<file path="config.mk">
export PLATFORM = sky130hd
export DESIGN_NAME = prg_top
export DESIGN_NICKNAME = d
export VERILOG_FILES = /design/src/logic/prg_rhythm.v /design/src/logic/prg_top.v
export VERILOG_INCLUDE_DIRS = /design/src /design/src/logic
export SDC_FILE = /design/constraint.sdc
export NUM_CORES = 1
export LEC_CHECK = 0
export BUFFER_PORTS_ARGS = -buffer_cell sky130_fd_sc_hd__buf_2
export CAP_MARGIN = 20
export CORE_ASPECT_RATIO = 1.75
export CORE_UTILIZATION = 28
export CTS_CLUSTER_DIAMETER = 80
export DETAILED_ROUTE_END_ITERATION = 8
export GPL_TIMING_DRIVEN = 0
export MAX_ROUTING_LAYER = met4
export PLACE_DENSITY_LB_ADDON = 0.08
export SLEW_MARGIN = 25
export SYNTH_ARGS = -nofsm -noshare
export SYNTH_HDL_FRONTEND = slang
export SYNTH_SLANG_ARGS = --single-unit
</file>
<file path="constraint.sdc">
create_clock -name MCLK_IN -period 2.3 [get_ports MCLK_IN]
set_clock_uncertainty 0.15 [all_clocks]
set_input_delay 0.115 -clock MCLK_IN [delete_from_list [all_inputs] [get_ports MCLK_IN]]
set_output_delay 0.115 -clock MCLK_IN [all_outputs]
set_load 0.01 [all_outputs]
</file>
<file path="src/logic/prg_regs.vh">
// register map, field positions, reset values and timing constants of the pulse generator
`ifndef PRG_REGS_VH
`define PRG_REGS_VH

// register byte offsets
`define PRG_OFF_CTRL      8'h00
`define PRG_OFF_DIV       8'h04
`define PRG_OFF_CYCLE     8'h08
`define PRG_OFF_DUTY      8'h0c
`define PRG_OFF_PATTERN   8'h10
`define PRG_OFF_STATUS    8'h14
`define PRG_OFF_IMASK     8'h18
`define PRG_OFF_STATE     8'h1c

// control register fields
`define PRG_CTRL_EN       0
`define PRG_CTRL_SRC      1
`define PRG_CTRL_POL      2
`define PRG_CTRL_MLVL     3
`define PRG_CTRL_RHY      4
`define PRG_CTRL_W        5

// state register fields
`define PRG_ST_STEP_LSB   0
`define PRG_ST_STEP_MSB   4
`define PRG_ST_LEVEL      8

// widths
`define PRG_DIV_W         12
`define PRG_DUTY_W        13
`define PRG_PAT_W         20
`define PRG_STEP_W        5

// reset values
`define PRG_CTRL_RST      5'h00
`define PRG_DIV_RST       12'h000
`define PRG_CYCLE_RST     12'hfff
`define PRG_DUTY_RST      13'h0000
`define PRG_PAT_RST       20'hfffff
`define PRG_IMASK_RST     1'h0

// rhythm timing: twenty steps of fifty milliseconds at a 125 MHz clock
`define PRG_STEP_MS       50
`define PRG_CLK_KHZ       125000
`define PRG_STEP_CYCLES   (`PRG_STEP_MS * `PRG_CLK_KHZ)
`define PRG_STEPS         20
`define PRG_LAST_STEP     5'h13
`define PRG_FIRST_STEP    5'h00

`endif

</file>
<file path="src/logic/prg_rhythm.v">
// rhythm counter: twenty 50 ms steps counting down, one pulse per 1 s period
`timescale 1ns/1ps
`include "prg_regs.vh"
module prg_rhythm #(
    parameter STEP_CYCLES = `PRG_STEP_CYCLES
) (
    input  wire                    clk_in,
    input  wire                    rstn_in,
    input  wire                    run_in,
    output wire [`PRG_STEP_W-1:0]  step_out,
    output wire                    period_out
);

    reg  [31:0]             tick_cnt_r;
    reg  [`PRG_STEP_W-1:0]  step_r;
    reg                     period_r;
    wire                    step_done;

    assign step_done  = run_in && (tick_cnt_r == STEP_CYCLES - 1);
    assign step_out   = step_r;
    assign period_out = period_r;

    // free of the pulse timer: its own prescale from the system clock
    always @(posedge clk_in or negedge rstn_in)
    begin
        if (!rstn_in)
        begin
            tick_cnt_r <= 32'h0000_0000;
            step_r     <= `PRG_LAST_STEP;
            period_r   <= 1'b0;
        end
        else if (!run_in)
        begin
            // stopped counter restarts a whole period from the first step
            tick_cnt_r <= 32'h0000_0000;
            step_r     <= `PRG_LAST_STEP;
            period_r   <= 1'b0;
        end
        else
        begin
            period_r <= 1'b0;
            if (step_done)
            begin
                tick_cnt_r <= 32'h0000_0000;
                if (step_r == `PRG_FIRST_STEP)
                begin
                    step_r   <= `PRG_LAST_STEP;
                    period_r <= 1'b1;
                end
                else
                begin
                    step_r <= step_r - 5'h01;
                end
            end
            else
            begin
                tick_cnt_r <= tick_cnt_r + 32'h0000_0001;
            end
        end
    end

endmodule // prg_rhythm

</file>
<file path="src/logic/prg_top.v">
// pulse-width generator with rhythm masking, APB register slave and interrupt
//
// The register offsets and the APB slave port were left to the implementer.
`timescale 1ns/1ps
`include "prg_regs.vh"
module prg_top #(
    parameter STEP_CYCLES = `PRG_STEP_CYCLES
) (
    input  wire        MCLK_IN,
    input  wire        RSTN_IN,
    input  wire        SRC_FAST_IN,
    input  wire        SRC_SLOW_IN,
    input  wire        PSEL_IN,
    input  wire        PENABLE_IN,
    input  wire        PWRITE_IN,
    input  wire [7:0]  PADDR_IN,
    input  wire [31:0] PWDATA_IN,
    output wire [31:0] PRDATA_OUT,
    output wire        PREADY_OUT,
    output wire        PSLVERR_OUT,
    output wire        PWM_OUT,
    output wire        IRQ_OUT
);

    // software registers
    reg  [`PRG_CTRL_W-1:0]  ctrl_r;
    reg  [`PRG_DIV_W-1:0]   div_r;
    reg  [`PRG_DIV_W-1:0]   cycle_r;
    reg  [`PRG_DUTY_W-1:0]  duty_r;
    reg  [`PRG_PAT_W-1:0]   pattern_r;
    reg                     status_r;
    reg                     imask_r;
    reg  [31:0]             prdata_r;

    // timing state
    reg                     fast_q_r;
    reg                     slow_q_r;
    reg  [`PRG_DIV_W-1:0]   pre_cnt_r;
    reg  [`PRG_DIV_W-1:0]   cyc_cnt_r;
    reg                     pwm_r;

    wire                    setup_ph;
    wire                    access_ph;
    wire                    wr_acc;
    wire                    rd_acc;
    wire                    mapped;
    wire                    src_edge;
    wire                    div_tick;
    wire                    active;
    wire                    masked;
    wire                    pwm_nxt;
    wire                    period_evt;
    wire [`PRG_STEP_W-1:0]  step;
    reg  [31:0]             rd_mux;

    wire en     = ctrl_r[`PRG_CTRL_EN];
    wire src    = ctrl_r[`PRG_CTRL_SRC];
    wire pol    = ctrl_r[`PRG_CTRL_POL];
    wire mlvl   = ctrl_r[`PRG_CTRL_MLVL];
    wire rhy_en = ctrl_r[`PRG_CTRL_RHY];

    // address decode shared by the write path, read mux and error answer
    function hit;
        input [7:0] addr;
        input [7:0] off;
        begin
            hit = (addr == off);
        end
    endfunction

    assign setup_ph  = PSEL_IN && !PENABLE_IN;
    assign access_ph = PSEL_IN && PENABLE_IN;
    assign wr_acc    = access_ph && PWRITE_IN;
    assign rd_acc    = access_ph && !PWRITE_IN;
    assign mapped    = hit(PADDR_IN, `PRG_OFF_CTRL)    || hit(PADDR_IN, `PRG_OFF_DIV)
                    || hit(PADDR_IN, `PRG_OFF_CYCLE)   || hit(PADDR_IN, `PRG_OFF_DUTY)
                    || hit(PADDR_IN, `PRG_OFF_PATTERN) || hit(PADDR_IN, `PRG_OFF_STATUS)
                    || hit(PADDR_IN, `PRG_OFF_IMASK)   || hit(PADDR_IN, `PRG_OFF_STATE);

    // every access completes in its first access cycle
    assign PREADY_OUT  = 1'b1;
    assign PSLVERR_OUT = access_ph && !mapped;
    assign PRDATA_OUT  = prdata_r;
    assign IRQ_OUT     = status_r && imask_r;
    assign PWM_OUT     = pwm_r;

    // register writes; an unmapped write is dropped and flagged by pslverr
    always @(posedge MCLK_IN or negedge RSTN_IN)
    begin
        if (!RSTN_IN)
        begin
            ctrl_r    <= `PRG_CTRL_RST;
            div_r     <= `PRG_DIV_RST;
            cycle_r   <= `PRG_CYCLE_RST;
            duty_r    <= `PRG_DUTY_RST;
            pattern_r <= `PRG_PAT_RST;
            imask_r   <= `PRG_IMASK_RST;
        end
        else if (wr_acc)
        begin
            if (hit(PADDR_IN, `PRG_OFF_CTRL))
                ctrl_r <= PWDATA_IN[`PRG_CTRL_W-1:0];
            if (hit(PADDR_IN, `PRG_OFF_DIV))
                div_r <= PWDATA_IN[`PRG_DIV_W-1:0];
            if (hit(PADDR_IN, `PRG_OFF_CYCLE))
                cycle_r <= PWDATA_IN[`PRG_DIV_W-1:0];
            if (hit(PADDR_IN, `PRG_OFF_DUTY))
                duty_r <= PWDATA_IN[`PRG_DUTY_W-1:0];
            if (hit(PADDR_IN, `PRG_OFF_PATTERN))
                pattern_r <= PWDATA_IN[`PRG_PAT_W-1:0];
            if (hit(PADDR_IN, `PRG_OFF_IMASK))
                imask_r <= PWDATA_IN[0];
        end
    end

    // read data is captured in the setup cycle so it stands through the access
    always @*
    begin
        rd_mux = 32'h0000_0000;
        if (hit(PADDR_IN, `PRG_OFF_CTRL))
            rd_mux[`PRG_CTRL_W-1:0] = ctrl_r;
        if (hit(PADDR_IN, `PRG_OFF_DIV))
            rd_mux[`PRG_DIV_W-1:0] = div_r;
        if (hit(PADDR_IN, `PRG_OFF_CYCLE))
            rd_mux[`PRG_DIV_W-1:0] = cycle_r;
        if (hit(PADDR_IN, `PRG_OFF_DUTY))
            rd_mux[`PRG_DUTY_W-1:0] = duty_r;
        if (hit(PADDR_IN, `PRG_OFF_PATTERN))
            rd_mux[`PRG_PAT_W-1:0] = pattern_r;
        if (hit(PADDR_IN, `PRG_OFF_STATUS))
            rd_mux[0] = status_r;
        if (hit(PADDR_IN, `PRG_OFF_IMASK))
            rd_mux[0] = imask_r;
        if (hit(PADDR_IN, `PRG_OFF_STATE))
        begin
            rd_mux[`PRG_ST_STEP_MSB:`PRG_ST_STEP_LSB] = step;
            rd_mux[`PRG_ST_LEVEL] = pwm_r;
        end
    end

    always @(posedge MCLK_IN or negedge RSTN_IN)
    begin
        if (!RSTN_IN)
            prdata_r <= 32'h0000_0000;
        else if (setup_ph && !PWRITE_IN)
            prdata_r <= rd_mux;
    end

    // sticky period flag; the read clears only what it returned, so an event
    // landing during the read survives into the next read
    always @(posedge MCLK_IN or negedge RSTN_IN)
    begin
        if (!RSTN_IN)
            status_r <= 1'b0;
        else if (period_evt)
            status_r <= 1'b1;
        else if (rd_acc && hit(PADDR_IN, `PRG_OFF_STATUS) && prdata_r[0])
            status_r <= 1'b0;
    end

    // source clocks arrive as levels synchronous to the system clock; only
    // their rising edges advance the prescaler, so 62.5 MHz is the fastest source
    always @(posedge MCLK_IN or negedge RSTN_IN)
    begin
        if (!RSTN_IN)
        begin
            fast_q_r <= 1'b0;
            slow_q_r <= 1'b0;
        end
        else
        begin
            fast_q_r <= SRC_FAST_IN;
            slow_q_r <= SRC_SLOW_IN;
        end
    end

    assign src_edge = src ? (SRC_SLOW_IN && !slow_q_r)
                          : (SRC_FAST_IN && !fast_q_r);

    // prescaler divides by div_r + 1, i.e. 1 through 4096
    assign div_tick = en && src_edge && (pre_cnt_r == div_r);

    always @(posedge MCLK_IN or negedge RSTN_IN)
    begin
        if (!RSTN_IN)
            pre_cnt_r <= `PRG_DIV_RST;
        else if (!en)
            pre_cnt_r <= `PRG_DIV_RST;
        else if (src_edge)
        begin
            if (pre_cnt_r >= div_r)
                pre_cnt_r <= `PRG_DIV_RST;
            else
                pre_cnt_r <= pre_cnt_r + 12'h001;
        end
    end

    // cycle counter: cycle_r + 1 divided ticks per pulse period, so with the
    // prescaler at one a setting of 1 gives source/2 and 4095 gives source/4096
    always @(posedge MCLK_IN or negedge RSTN_IN)
    begin
        if (!RSTN_IN)
            cyc_cnt_r <= `PRG_DIV_RST;
        else if (!en)
            cyc_cnt_r <= `PRG_DIV_RST;
        else if (div_tick)
        begin
            if (cyc_cnt_r >= cycle_r)
                cyc_cnt_r <= `PRG_DIV_RST;
            else
                cyc_cnt_r <= cyc_cnt_r + 12'h001;
        end
    end

    // duty of zero never activates; duty above the cycle length always does
    assign active = en && ({1'b0, cyc_cnt_r} < duty_r);

    prg_rhythm #(
        .STEP_CYCLES (STEP_CYCLES)
    ) u_rhythm (
        .clk_in      (MCLK_IN),
        .rstn_in     (RSTN_IN),
        .run_in      (rhy_en),
        .step_out    (step),
        .period_out  (period_evt)
    );

    assign masked  = rhy_en && !pattern_r[step];
    assign pwm_nxt = masked ? mlvl
                            : (pol ? active : !active);

    // registered pin: one clock of latency buys a glitch-free output
    always @(posedge MCLK_IN or negedge RSTN_IN)
    begin
        if (!RSTN_IN)
            pwm_r <= 1'b1;
        else
            pwm_r <= pwm_nxt;
    end

endmodule // prg_top

</file>
==> metrics.txt <==
# TYPE chip_impl_metric gauge
chip_impl_metric{name="gr_ovfl_total",unit=""} 0
chip_impl_metric{name="globalRouteTotalUtil",unit=""} 0.1857
chip_impl_metric{name="layout_min_cycle_time",unit="ps"} 2482
chip_impl_metric{name="synth_xor_xnor_area_share",unit=""} 0.03703
chip_impl_info{name="worst-setup-path-type",value="reg -> reg"} 1
chip_impl_metric{name="syn_area",unit="um2"} 8043
chip_impl_metric{name="grt_pass1_wl",unit="um"} 38530
chip_impl_metric{name="clk_transition_reported_paths",unit="ps"} 70
chip_impl_metric{name="htreeDepth",unit=""} 4
chip_impl_metric{name="numCtsBuffers",unit=""} 17
chip_impl_info{name="hold_path.class",value="in -> reg"} 1
chip_impl_metric{name="synth_enable_flop_cells",unit=""} 0
chip_impl_metric{name="hold_violations",unit=""} 0
chip_impl_info{name="main_combinational_cell_family_by_area_after_synthesis",value="simple AND/OR/NAND/NOR gates"} 1
chip_impl_metric{name="pin_count",unit=""} 83
chip_impl_metric{name="routed-wl-met2",unit="um"} 14230
chip_impl_metric{name="area_growth_syn_to_layout",unit="%"} 34.96
chip_impl_metric{name="via_count_of_the_first_global_routing_pass",unit=""} 6601
chip_impl_metric{name="share_of_post_route_cells_with_drive_strength_above_1",unit=""} 0.4023
chip_impl_metric{name="crit_arrival",unit="ps"} 2700
chip_impl_metric{name="core_area",unit="um2"} 28070
chip_impl_metric{name="fin_crit_sh",unit=""} 1.079
chip_impl_metric{name="filler_cell_count",unit=""} 2888
chip_impl_info{name="outcome",value="finished, violations left"} 1
chip_impl_metric{name="setup-violations-final",unit=""} 56
chip_impl_metric{name="peakVddDrop",unit="uV"} 520.8
chip_impl_metric{name="yosys_warnings",unit=""} 0
chip_impl_info{name="rsz0062_at_grt",value="yes"} 1
chip_impl_info{name="most-common-layout-cells",value="sky130_fd_sc_hd__dfrtp_1, sky130_fd_sc_hd__mux2_2, sky130_fd_sc_hd__nand2_1, sky130_fd_sc_hd__buf_2, sky130_fd_sc_hd__buf_4"} 1
chip_impl_metric{name="finalNetCount",unit=""} 1030
chip_impl_info{name="mostFrequentLayoutCell",value="sky130_fd_sc_hd__dfrtp_1"} 1
chip_impl_metric{name="slew_viol_final",unit=""} 0
chip_impl_metric{name="ys_types",unit=""} 64
chip_impl_metric{name="insertion_delay",unit="ps"} 450
chip_impl_metric{name="layout_setup_ws",unit="ps"} -182.3
chip_impl_info{name="cp_slowest_cell",value="sky130_fd_sc_hd__dfrtp_2"} 1
chip_impl_metric{name="cpPeakStageDelay",unit="ps"} 470
chip_impl_metric{name="fin_util",unit=""} 0.3866
chip_impl_metric{name="post-route-drc-count",unit=""} 0
chip_impl_metric{name="ys_seq_elements",unit=""} 149
chip_impl_metric{name="worst_pin_slew",unit="ps"} 684.6
chip_impl_metric{name="drt-wirelength-per-cell",unit="um"} 18.74
chip_impl_metric{name="dieWidth",unit="um"} 130.1
chip_impl_metric{name="post_synth_fa_ha_maj_area_fraction",unit=""} 0.06067
chip_impl_metric{name="routed_wl",unit="um"} 24920
chip_impl_metric{name="slew_headroom",unit=""} 0.5401
chip_impl_metric{name="syn-mean-instance-area",unit="um2"} 10.30
chip_impl_info{name="root_buffer",value="sky130_fd_sc_hd__clkbuf_16"} 1
chip_impl_metric{name="die_boundary_height",unit="um"} 226.2
chip_impl_info{name="violations",value="negative setup slack"} 1
chip_impl_info{name="yosys_most_used_dff",value="sky130_fd_sc_hd__dfrtp_1"} 1
chip_impl_metric{name="route.antenna.remaining_nets",unit=""} 0
chip_impl_metric{name="antenna_found_initial",unit=""} 0
chip_impl_info{name="cts_tree",value="done"} 1
chip_impl_metric{name="cap_violations",unit=""} 0
chip_impl_metric{name="drtPass1Iterations",unit=""} 4
chip_impl_info{name="cp-end-kind",value="flip-flop"} 1
chip_impl_metric{name="muxShareOfSynthArea",unit=""} 0.1059
chip_impl_metric{name="fp.dieArea",unit="um2"} 29430
chip_impl_metric{name="powerDensity",unit="nW/um2"} 547.3
chip_impl_metric{name="share_of_flip_flops_with_an_asynchronous_set_or_reset_after_synthesis",unit=""} 1.000
chip_impl_metric{name="power.total",unit="uW"} 5940
chip_impl_metric{name="grt_max_degree",unit=""} 82
chip_impl_info{name="startpoint_type",value="flip-flop"} 1
chip_impl_info{name="cells_along_the_critical_path",value="or3b_4 > a21bo_4 > a211o_1 > a2111oi_4 > buf_6 > buf_8 > a21oi_2 > a31oi_1"} 1
chip_impl_metric{name="insertedDiodeCount",unit=""} 0
chip_impl_metric{name="numClockSinks",unit=""} 149
chip_impl_metric{name="route.met3.wl",unit="um"} 520
chip_impl_metric{name="initial_core_util",unit=""} 0.2865
chip_impl_metric{name="path_max_fanout",unit=""} 8
chip_impl_metric{name="dr_total_vias",unit=""} 6412
chip_impl_metric{name="met1_length",unit="um"} 9454
chip_impl_metric{name="cp.required",unit="ps"} 2510
chip_impl_metric{name="drt_iter0_markers",unit=""} 172
chip_impl_metric{name="yosysSeqAreaShare",unit=""} 0.4692
chip_impl_metric{name="hpwl",unit="um"} 18020
chip_impl_metric{name="fmaxAchievable",unit="MHz"} 402.8
chip_impl_metric{name="timing.setup.tns",unit="ps"} -6594
chip_impl_metric{name="rows",unit=""} 81
chip_impl_metric{name="synthSimpleGateAreaFrac",unit=""} 0.1582
chip_impl_info{name="top_layer",value="met4"} 1
chip_impl_metric{name="io_buffers",unit=""} 55
chip_impl_metric{name="post_drt_via_cell_ratio",unit=""} 4.821
chip_impl_metric{name="clk_buf_depth",unit=""} 2
chip_impl_metric{name="place.gp.congestion",unit=""} 0.7838
chip_impl_metric{name="holdWs",unit="ps"} 38.22
chip_impl_metric{name="p_leak",unit="uW"} 0.004676
chip_impl_metric{name="synth_compound_area_frac",unit=""} 0.1156
chip_impl_metric{name="postSynthCellCount",unit=""} 781
## final cells by class
class                           instances  area (um2)  area share
Buffer                                 43       294.0     0.02709
Clock buffer                           20       456.7     0.04207
Clock inverter                         12       128.9     0.01187
Timing Repair Buffer                  135        1121      0.1033
Inverter                               48       180.2     0.01660
Tap cell                              373       466.7     0.04300
Multi-Input combinational cell        550        4413      0.4066
Sequential cell                       149        3794      0.3495
## cells by family (layout without fill, tap and decap cells)
family / Yosys count / count (layout)
xor+xnor: 34 / 34
buf+inv: 93 / 258
mux: 72 / 72
simple gates: 252 / 252
compound gates: 140 / 140
fa+ha+maj: 39 / 39
other cells: 2 / 13
flops: 149 / 149
## power by group
| group | leakage (uW) | switching, uW | internal (uW) |
|---|---|---|---|
| logic | 0.00250 | 231 | 171 |
| registers | 0.00190 | 35.2 | 2670 |
| clock network | 0.000270 | 1180 | 1650 |
## stage by stage
| step | area, um2 | worst slack, ps | instances |
|---|---|---|---|
| 2_1_floorplan | 8130 | -67.86 | 792 |
| 3_3_place_gp | 8872 | -1883 | 1220 |
| 3_5_place_dp | 8937 | -627.9 | 1222 |
| 4_1_cts | 10310 | -230.4 | 1308 |
| 5_1_grt | 10850 | -291.7 | 1330 |
| 6_report | 10850 | -182.3 | 1330 |
## flip-flops by register name, summed over array words and instances (netlist names)
signal,flops
duty_r,13
cyc_cnt_r,12
u_rhythm.step_out,5
pattern_r,20
imask_r,1
PWM_OUT,1
fast_q_r,1
ctrl_r,5
u_rhythm.tick_cnt_r,32
status_r,1
PRDATA_OUT,20
slow_q_r,1
cycle_r,12
div_r,12
pre_cnt_r,12
u_rhythm.period_out,1
## cells in the mapped netlist (all sizes together), types with 24 or more instances
master	count	area [um2]
and3	24	150.1
buf	27	173.9
mux2	65	732.0
ha	39	488.0
a21oi	31	155.2
o21ai	25	125.1
nor2	64	240.2
nand2	64	240.2
inv	48	180.2
dfstp	36	945.9
dfrtp	113	2828
nand3	25	125.1
## final timing paths
check | start | end | slack [ps] | cells after the start
max | ctrl_r[1] | cyc_cnt_r[4] | -180 | 8
min | PSEL_IN | PRDATA_OUT[1] | 40 | 4
max reg2reg | ctrl_r[1] | cyc_cnt_r[4] | -180 | 8
min reg2reg | PRDATA_OUT[14] | PRDATA_OUT[14] | 310 | 2
max in group asynchronous | RSTN_IN | pattern_r[10] | 1130 | 4
min in group asynchronous | RSTN_IN | imask_r | 120 | 3
## metal layers
metal / global-route usage / vias up
met2: 0.3447 / 86
met1: 0.1919 / 3194
met4: 0.07577 / 0
met5: - / -
li1: - / 3104
met3: 0.02559 / 28
## critical path, delay by kind of cell (launching register included)
kind	cells	cell delay, ps
flip-flops	1	470
AO/OA/AOI/OAI	5	1030
AND/OR/NAND/NOR	1	400
buffers and inverters	2	340
## repair_timing
item / CTS / global route
hold endpoints to repair: 198 / 0
buffers inserted: 25 / 20
gates cloned: 2 / 3
gates resized for setup: 72 / 91
pin swaps: 30 / 40
hold buffers: 29 / 0
setup endpoints to repair: 73 / 84
(Power assumes the default switching activity.)
